<file path="src/hdl/bore_map.svh">
// bit-operation and relative-branch constants: opcodes, fields, widths
// assumes 14-bit instruction words and a 15-bit program counter
`ifndef BORE_MAP_SVH
`define BORE_MAP_SVH

`define BORE_INSN_W       14
`define BORE_PC_W         15
`define BORE_ADDR_W       7
`define BORE_DATA_W       8
`define BORE_BIT_W        3
// opcode fields
`define BORE_BITOP_HI     13
`define BORE_BITOP_LO     10
`define BORE_OP_CLEAR     4'h4
`define BORE_OP_SET       4'h5
`define BORE_OP_SKIP_ZERO 4'h6
`define BORE_OP_SKIP_ONE  4'h7
`define BORE_BRA_HI       13
`define BORE_BRA_LO       9
`define BORE_OP_BRA       5'h19
`define BORE_OP_BRW       14'h000b
`define BORE_NOP          14'h0000
// operand fields
`define BORE_FILE_HI      6
`define BORE_BITNO_HI     9
`define BORE_BITNO_LO     7
`define BORE_K_HI         8
`define BORE_K_W          9
// reset values
`define BORE_PC_RST       15'h0000

`endif

</file>
<file path="src/hdl/bore_pkg.sv">
// types for the bit-operation and relative-branch executor
// assumes bore_map.svh has been seen by the includer
package bore_pkg;
    typedef enum logic [2:0] {
        BORE_OP_NONE,
        BORE_OP_BCLR,
        BORE_OP_BSET,
        BORE_OP_TSZ,
        BORE_OP_TSO,
        BORE_OP_BRL,
        BORE_OP_BRWK
    } bore_op_e;
endpackage

</file>
<file path="src/hdl/bore_decode.sv">
// instruction classifier for the executor
// assumes a full 14-bit word from the fetch stage
`timescale 1ns/1ns
`include "bore_map.svh"

module bore_decode
    import bore_pkg::*;
(
    // instruction in
    input  wire logic [`BORE_INSN_W-1:0] insn,
    // class out
    output bore_op_e                     op
);
    // opcode match; brw is a whole-word code so it is tested first
    always_comb begin
        op = BORE_OP_NONE;
        if (insn == `BORE_OP_BRW) begin
            op = BORE_OP_BRWK;
        end else if (insn[`BORE_BRA_HI:`BORE_BRA_LO] == `BORE_OP_BRA) begin
            op = BORE_OP_BRL;
        end else begin
            unique case (insn[`BORE_BITOP_HI:`BORE_BITOP_LO])
                `BORE_OP_CLEAR:     op = BORE_OP_BCLR;
                `BORE_OP_SET:       op = BORE_OP_BSET;
                `BORE_OP_SKIP_ZERO: op = BORE_OP_TSZ;
                `BORE_OP_SKIP_ONE:  op = BORE_OP_TSO;
                default:            op = BORE_OP_NONE;
            endcase
        end
    end
endmodule

</file>
<file path="src/hdl/bore_exec.sv">
// executor for bit set/clear, bit test-and-skip and relative branches
// assumes data read of the addressed file register arrives in the same cycle
`timescale 1ns/1ns
`include "bore_map.svh"

module bore_exec
    import bore_pkg::*;
(
    // clock and reset
    input  wire logic                     clk,
    input  wire logic                     rst_b,
    // instruction issue
    input  wire logic                     insn_valid,
    input  wire logic [`BORE_INSN_W-1:0]  insn,
    // operand sources
    input  wire logic [`BORE_DATA_W-1:0]  file_rdata,
    input  wire logic [`BORE_DATA_W-1:0]  working_reg,
    // file register access
    output logic [`BORE_ADDR_W-1:0]       file_addr_ff,
    output logic [`BORE_DATA_W-1:0]       file_wdata_ff,
    output logic                          file_we_ff,
    // program counter and sequencing
    output logic [`BORE_PC_W-1:0]         program_counter_ff,
    output logic                          flush_ff,
    output logic                          busy_ff,
    output logic                          status_we_ff
);
    bore_op_e                    op;
    logic                        second_ff;
    logic                        take;
    logic                        tested_bit;
    logic [`BORE_BIT_W-1:0]      bitno;
    logic [`BORE_ADDR_W-1:0]     faddr;
    logic [`BORE_DATA_W-1:0]     mask;
    logic [`BORE_PC_W-1:0]       pc_inc;
    logic [`BORE_PC_W-1:0]       k_ext;
    logic [`BORE_PC_W-1:0]       w_ext;
    logic [`BORE_PC_W-1:0]       nxt_pc;
    logic                        nxt_second;
    logic                        skip_ff;
    logic                        nxt_skip;
    logic                        skip_step;
    logic                        is_bit_write;
    logic [`BORE_DATA_W-1:0]     lane_hit;
    logic [`BORE_DATA_W-1:0]     set_val;
    logic [`BORE_DATA_W-1:0]     clr_val;
    genvar                       gi;

    bore_decode u_decode (
        .insn (insn),
        .op   (op)
    );

    // one-hot bit mask, shared by set, clear and test
    function automatic logic [`BORE_DATA_W-1:0] bit_mask(input logic [`BORE_BIT_W-1:0] b);
        bit_mask = `BORE_DATA_W'(1) << b;
    endfunction

    // operand fields
    assign bitno      = insn[`BORE_BITNO_HI:`BORE_BITNO_LO];
    assign faddr      = insn[`BORE_FILE_HI:0];
    assign mask       = bit_mask(bitno);
    assign tested_bit = |lane_hit;
    // the counter has not yet advanced past this word when it executes
    assign pc_inc     = program_counter_ff + `BORE_PC_W'(1);
    // sign-extend k to counter width; wraps modulo the counter as the core does
    assign k_ext      = {{(`BORE_PC_W-`BORE_K_W){insn[`BORE_K_HI]}}, insn[`BORE_K_HI:0]};
    assign w_ext      = {{(`BORE_PC_W-`BORE_DATA_W){1'b0}}, working_reg};
    // an accepted word is ignored during the second cycle of a two-cycle op
    assign take       = insn_valid && !second_ff;
    // second cycle of a taken skip: the word on insn is the one being dropped
    assign skip_step  = second_ff && skip_ff;

    // a write-back happens only for an accepted set or clear
    assign is_bit_write = take && (op == BORE_OP_BCLR || op == BORE_OP_BSET);

    // per-bit work on the read data; one lane per data bit
    generate
        for (gi = 0; gi < `BORE_DATA_W; gi++) begin : g_lane
            // lane picked by the bit number feeds the skip test
            assign lane_hit[gi] = file_rdata[gi] & mask[gi];
            assign clr_val[gi]  = file_rdata[gi] & ~mask[gi];
            assign set_val[gi]  = file_rdata[gi] | mask[gi];
        end
    endgenerate

    // next counter and two-cycle decision
    always_comb begin
        nxt_pc     = program_counter_ff;
        nxt_second = 1'b0;
        nxt_skip   = 1'b0;
        if (take) begin
            nxt_pc = pc_inc;
            unique case (op)
                BORE_OP_BRL: begin
                    nxt_pc     = pc_inc + k_ext;
                    nxt_second = 1'b1;
                end
                BORE_OP_BRWK: begin
                    nxt_pc     = pc_inc + w_ext;
                    nxt_second = 1'b1;
                end
                BORE_OP_TSZ: begin
                    nxt_second = !tested_bit;
                    nxt_skip   = !tested_bit;
                end
                BORE_OP_TSO: begin
                    nxt_second = tested_bit;
                    nxt_skip   = tested_bit;
                end
                BORE_OP_BCLR, BORE_OP_BSET, BORE_OP_NONE: nxt_second = 1'b0;
            endcase
        end else if (skip_step) begin
            // dropped word stepped over; else the core would fetch it again
            nxt_pc = pc_inc;
        end
    end

    // program counter
    always_ff @(posedge clk) begin
        if (!rst_b) begin
            program_counter_ff <= `BORE_PC_RST;
        end else begin
            program_counter_ff <= nxt_pc;
        end
    end

    // second-cycle tracking; during it the fetched word is discarded as a no-op
    always_ff @(posedge clk) begin
        if (!rst_b) begin
            second_ff <= 1'b0;
        end else begin
            second_ff <= nxt_second;
        end
    end

    // remembers that the second cycle belongs to a skip, not a branch
    always_ff @(posedge clk) begin
        if (!rst_b) begin
            skip_ff <= 1'b0;
        end else begin
            skip_ff <= nxt_skip;
        end
    end

    // flush strobe to the fetch stage; a copy so the output stays a plain flop
    always_ff @(posedge clk) begin
        if (!rst_b) begin
            flush_ff <= 1'b0;
        end else begin
            flush_ff <= nxt_second;
        end
    end

    // busy mirrors flush for cores that stall on it instead
    always_ff @(posedge clk) begin
        if (!rst_b) begin
            busy_ff <= 1'b0;
        end else begin
            busy_ff <= nxt_second;
        end
    end

    // write strobe, one cycle per accepted set or clear
    always_ff @(posedge clk) begin
        if (!rst_b) begin
            file_we_ff <= 1'b0;
        end else begin
            file_we_ff <= is_bit_write;
        end
    end

    // write address; held between writes so the core can reuse it
    always_ff @(posedge clk) begin
        if (!rst_b) begin
            file_addr_ff <= '0;
        end else if (is_bit_write) begin
            file_addr_ff <= faddr;
        end
    end

    // write data: read-modify-write of the same-cycle read, so other bits survive
    always_ff @(posedge clk) begin
        if (!rst_b) begin
            file_wdata_ff <= '0;
        end else if (take && op == BORE_OP_BCLR) begin
            file_wdata_ff <= clr_val;
        end else if (take && op == BORE_OP_BSET) begin
            file_wdata_ff <= set_val;
        end
    end

    // none of these ops touch status; the strobe exists so the core can see it
    always_ff @(posedge clk) begin
        if (!rst_b) begin
            status_we_ff <= 1'b0;
        end else begin
            status_we_ff <= 1'b0;
        end
    end
endmodule

</file>
<file path="config.mk">
export PLATFORM = sky130hd
export DESIGN_NAME = bore_exec
export DESIGN_NICKNAME = d
export VERILOG_FILES = /design/src/hdl/bore_pkg.sv /design/src/hdl/bore_decode.sv /design/src/hdl/bore_exec.sv
export VERILOG_INCLUDE_DIRS = /design/src /design/src/hdl
export SDC_FILE = /design/constraint.sdc
export NUM_CORES = 1
export LEC_CHECK = 0
export BUFFER_PORTS_ARGS = -buffer_cell sky130_fd_sc_hd__clkbuf_2
export CORE_MARGIN = 2
export CORE_UTILIZATION = 33
export CTS_CLUSTER_DIAMETER = 80
export DETAILED_ROUTE_END_ITERATION = 8
export PLACE_DENSITY = 0.54
export SLEW_MARGIN = 0
export SYNTH_ARGS = -nofsm -noshare
export SYNTH_HDL_FRONTEND = slang
export SYNTH_HIERARCHICAL = 1
export SYNTH_SLANG_ARGS = --single-unit
</file>
<file path="constraint.sdc">
create_clock -name clk -period 11.4 [get_ports clk]
set_input_delay 1.71 -clock clk [delete_from_list [all_inputs] [get_ports clk]]
set_output_delay 1.71 -clock clk [all_outputs]
set_load 0.005 [all_outputs]
</file>
# --- After elaboration in Yosys (flattened, before gate mapping) ---
# Cells that the tools add are included.
word_totals:
  latchBits: 0
  n_memories: 0
  romBits: 0
  inputBits: 33
  ff_bits: 33
  mem_bits_rw: 0
  word_cells: 79
classes:
  magnitude_cmp: 0
  reduce_logical: 15
  bitwise_logic: 32
  shift: 1
  multipliers: 0
  addsub: 3
  div_mod_pow: 0
  eq_ne: 12
  n_mux: 10
op_table:
  columns: ["op", "count"]
  rows:
  - ["15-bit two-way mux", 2]
  - ["15-bit one-hot mux with 2 select lines", 1]
  - ["1-bit AND", 16]
  - ["4-bit by 3-bit == test with 1-bit output (second input constant)", 4]
  - ["8-bit two-way mux", 2]
  - ["15-bit by 1-bit adder with 15-bit output (second input constant)", 1]
  - ["15-bit adder", 1]
  - ["15-bit by 8-bit adder with 15-bit output", 1]
  - ["14-bit by 4-bit == test with 1-bit output (second input constant)", 1]
  - ["3-bit one-hot mux with 4 select lines", 1]
  - ["3-bit == test (second input constant)", 3]
  - ["1-bit NOT", 8]
  - ["1-bit bitwise OR", 8]
  - ["8-bit OR reduction", 1]
  - ["1-bit by 3-bit left shift with 8-bit output (first input constant)", 1]
  - ["3-bit by 2-bit == test with 1-bit output (second input constant)", 2]
  - ["3-bit two-way mux", 2]
  - ["5-bit == test (second input constant)", 1]
  - ["1-bit logical AND", 5]
  - ["1-bit one-hot mux with 4 select lines", 1]
  - ["2-bit nonzero test", 2]
  - ["3-bit by 1-bit == test with 1-bit output (second input constant)", 1]
  - ["3-bit zero test", 1]
  - ["3-bit OR reduction", 1]
  - ["5 further kinds", 6]

# --- Longest topological paths before layout ---
logic_depth:
  word_depth: 8
  depth_mapped: 16

# --- By module ---
# Netlist, hierarchy kept.
modules_own_cells:
  columns: ["module", "cells_each", "n_inst", "seq_area_each_um2", "area_per_inst_um2"]
  rows:
  - ["bore_exec", 338, 1, 660.6, 2673.8]
  - ["bore_decode", 15, 1, 0.0, 106.4]

# --- Worst setup path after synthesis ---
# Ideal clock, no wire load.
synth_timing:
  path_kind: "input to register"
  start: "input insn[5]"
  end: "register program_counter_ff[14]"
  setup_ns: 0.067
  stages: 16
  arrival_ns: 4.697
  t_required_ns: 11.333
  path_slack_ns: 6.637
  cell_sequence: "nor4_1 -> nand4_1 -> nand2_1 -> buf_2 -> nand3b_1 -> nand2_1 -> inv_1 -> ha_1 -> clkbuf_1 -> nand2_1 -> nor2_1 -> a221o_1 -> a21oi_1 -> mux2_2 -> a31o_1 -> a21oi_2"
synth_via:
  elab_chain_len: 5
synth_rtl:
  columns: ["element", "line_no", "text"]
  rows:
  - ["from (decl)", "bore_exec.sv:14", "input wire logic [`BORE_INSN_W-1:0] insn,"]
  - ["14-bit by 4-bit == test with 1-bit output (no source line) *", null, null]
  - ["3-bit two-way mux *", "bore_decode.sv:17", "if (insn == `BORE_OP_BRW) begin"]
  - ["via op[2]", "bore_exec.sv:28", "bore_op_e op;"]
  - ["3-bit == test", "bore_exec.sv:94", "unique case (op)"]
  - ["15-bit one-hot mux with 2 select lines *", "bore_exec.sv:94", null]
  - ["15-bit two-way mux *", "bore_exec.sv:92", "if (take) begin"]
  - ["to (signal assigned)", "bore_exec.sv:122", "program_counter_ff <= `BORE_PC_RST;"]
  - ["to (signal assigned)", "bore_exec.sv:124", "program_counter_ff <= nxt_pc;"]
  - ["to (decl)", "bore_exec.sv:23", "output logic [`BORE_PC_W-1:0] program_counter_ff,"]
# Mark *: on every way through the listed nets, which the timed path passes. The rest lies on a longest branch.
# A chain may end at the register's enable or synchronous reset.

# --- Final worst setup path ---
layout_timing:
  start: "input insn[7]"
  end: "register program_counter_ff[14]"
# The elaborated chain is that of the path after synthesis.

==> metrics.md <==
| Metric | Value |
|---|---|
| Status | completed |
| Die height | ~96 µm |
| CTS sink count | 33 |
| Post-Synth Adder-Cell Area | 0.0927 |
| Pins Over Slew Limit | 0 |
| CTS tree | built |
| Largest family of logic cells by synthesized area | simple AND/OR/NAND/NOR gates |
| Compound-cell area share of the yosys netlist | 0.173 |
| CTS Buf Count | 5 |
| Total of max-cap violations | 0 |
| Post-synthesis cell count | 353 |
| DPL Wire Length | 5660 µm |
| Clk pin slew, worst setup/hold paths | approximately 80 ps |
| Most frequent cell after synthesis | nor2_1 |
| Synthesized Nets | 406 |
| Dpl cells | 503 |
| Worst Hold Slack | 494 ps |
| Initial antenna violation count | 0 |
| Port bufs | between 60 and 70 |
| Yosys cell types | 61 |
| Most used cell, CP | nand2_1 |
| Met3 GRT Util | 0.0251 |
| # DRC | 0 |
| Mean area per synthesized cell | 7.88 µm² |
| Yosys top cell area share | 0.238 |
| GR met1 Demand/Resource | 0.223 |
| I/O Pins | 67 |
| Via count | 2721 |
| RSZ-0062 raised after global routing | no |
| Arrival @ worst endpoint | 5370 ps |
| Async SR Flop Fraction | 0 |
| Sequential area share after synthesis | 0.238 |
| Worst-margin pin slew | 1010 ps |
| Critical path peak fanout | 14 |
| Die area | about 0.0092 mm² |
| GR Util met2 | 0.294 |
| CP Class | in -> reg |
| Clk_lat worst skew | 290 ps |
| CP bufs+invs | 2 |
| Post-route insts no fill | 511 |
| Largest net degree at the start of global routing | 30 |
| Number of synthesis warnings | 6 |
| Gpl congestion | between 0.8 and 0.9 |
| Ranking of synthesized cells by area | dfxtp_1 24%, ha_1 8.6%, nor2_1 6.6% |
| Post-Synth XOR/XNOR Area | 0.0725 |
| Placeable Area | 0.00818 mm² |
| Total setup buffers inserted after CTS | 0 |
| Clock skew | 6.62 ps |
| CTS H-tree lvls | 2 |
| Pre-antenna DRT Iters | 4 |
| Total gr overflow | 0 |
| Worst-path cell with the longest stage delay | ha_1 |
| # diodes | 0 |
| Layout area overhead | 15.9% |
| Mux contribution to synthesized area | 0.102 |
| Leakage | 0.00148 µW |
| Maximum VDD drop | about 0.041 mV |
| Vias per inst | 5.32 |
| Worst Hold Class | reg -> reg |
| First-pass GRT wire length | approximately 12000 µm |
| Initial DRC count | 120 |
| Die width | 95.8 µm |
| Main flop type after synthesis | dfxtp_1 |
| Clock root buffer | clkbuf_8 |
| CP Launch Type | input port |
| Core Rows | 33 |
| Initial Utilization | 0.340 |
| CP peak stage delay | between 400 and 500 ps |
| Aggregate routed wire length | 7630 µm |
| Final setup vio count | 0 |
| Area of the mapped netlist | 0.00278 mm² |
| Synth cell count leaders | 49 x nor2_1, 33 x dfxtp_1, 33 x nand2_1, 23 x a21oi_1, 19 x ha_1 |
| Req. time, crit path | around 12000 ps |
| TNS Setup | 0 ps |
| Largest delay contributor family on the critical path | simple AND/OR/NAND/NOR gates |
| Post-Synth Simple-Gate Area | 0.277 |
| Max-slew headroom | 0.326 |
| Fraction of layout cells with a size suffix above 1 | 0.229 |
| CP Cell Sequence | clkbuf_2 > nor4_1 > nand4_1 > nand2_1 > nand3b_1 > nand2_1 > inv_1 > ha_1 > nand2_1 > nor2_1 > a221o_1 > a21oi_1 > mux2_2 > a31o_1 > a21oi_2 |
| Period Utilization, post-route | 0.453 |
| Clk buf depth | 2 |
| Leading area contributor after synthesis | dfxtp_1 |
| Yosys reg bits | 33 |
| Post-synth EDFFs | 0 |
| Antenna-violating nets left | 0 |
| Vias in the first global route | 2550 |
| Wire length per cell | ~15 µm |
| Max Clock Freq | 194 MHz |
| Hold-fix buffers, CTS | 0 |
| Crit. End Element | register |
| Final-stage net count | 458 |
| GR Util All Layers | 0.171 |
| Min Tclk post-route | 5160 ps |
| PwrDens | 89.5 mW/mm² |
| Gr busiest metal | met2 |
| CTS resizes | 0 |
| Final hold vios | 0 |
registers in the layout, indices dropped and copies added, names as in the netlist:
name                flops
busy_ff                 1
file_addr_ff            7
skip_ff                 1
file_wdata_ff           8
program_counter_ff     15
file_we_ff              1
metal layers:
layer	vias up	routed length (µm)
met3	4	249
met1	1286	3650
met2	56	3670
met4	0	70
met5	-	0
li1	1375	-
cell usage in the layout (no fill, tap or decap), drive strengths merged, types with 13 or more instances in the layout:
| cell | instances |
|---|---|
| clkbuf | 71 |
| nor2 | 49 |
| nand2 | 34 |
| dfxtp | 33 |
| a21oi | 24 |
| ha | 19 |
| mux2i | 17 |
| o21ai | 15 |
| xnor2 | 13 |
report_power, final:
group	switching, µW	total [µW]	internal (µW)	leakage, µW
Clock	48.8	91.2	42.5	0.0000450
Combinational	40.6	72.6	32.0	0.00117
Sequential	4.69	125	120	0.000268
Total	94.0	288	194	0.00148
cell families (layout without fill, tap and decap cells):
logic type / after synthesis / after routing
compound gates: 74 / 74
xor+xnor: 23 / 23
fa+ha+maj: 20 / 20
buf+inv: 27 / 80
flops: 33 / 33
mux: 27 / 27
other cells: 1 / 1
simple gates: 148 / 148
metrics by stage:
stage | area (µm²) | power, µW | setup slack (ps) | util
finish | 3220 | 288 | 6240 | 0.394
detailed placement | 3140 | 200 | 6020 | 0.384
CTS | 3220 | 292 | 6280 | 0.394
global placement | 3140 | 199 | 6200 | 0.384
global route | 3220 | 307 | 5990 | 0.394
floorplan | 2780 | 177 | 6640 | -
worst register-to-register path, delay by kind of cell (launching register included):
family | cells | cell delay (ps)
flops | 1 | 490
mux | 1 | 380
simple gates | 6 | 1040
xor+xnor | 1 | 180
fa+ha+maj | 1 | 380
compound gates | 4 | 910
worst paths after layout:
path | slack, ps | cells after the start | end | start
min reg2reg | 490 | 2 | file_wdata_ff[0] | file_wdata_ff[0]
max reg2reg | 7950 | 13 | program_counter_ff[14] | program_counter_ff[2]
min | 490 | 2 | file_wdata_ff[0] | file_wdata_ff[0]
max | 6240 | 15 | program_counter_ff[14] | insn[7]
final cells by class:
| class | count | area [µm²] |
|---|---|---|
| fill | 872 | 4950 |
| clock inverter | 2 | 10.0 |
| multi-input combinational | 293 | 2000 |
| clock buffer | 6 | 72.6 |
| sequential | 33 | 661 |
| timing repair buffer | 65 | 325 |
| inverter | 7 | 26.3 |
| tap | 105 | 131 |
No activity file was read; power rests on OpenSTA's default activity.
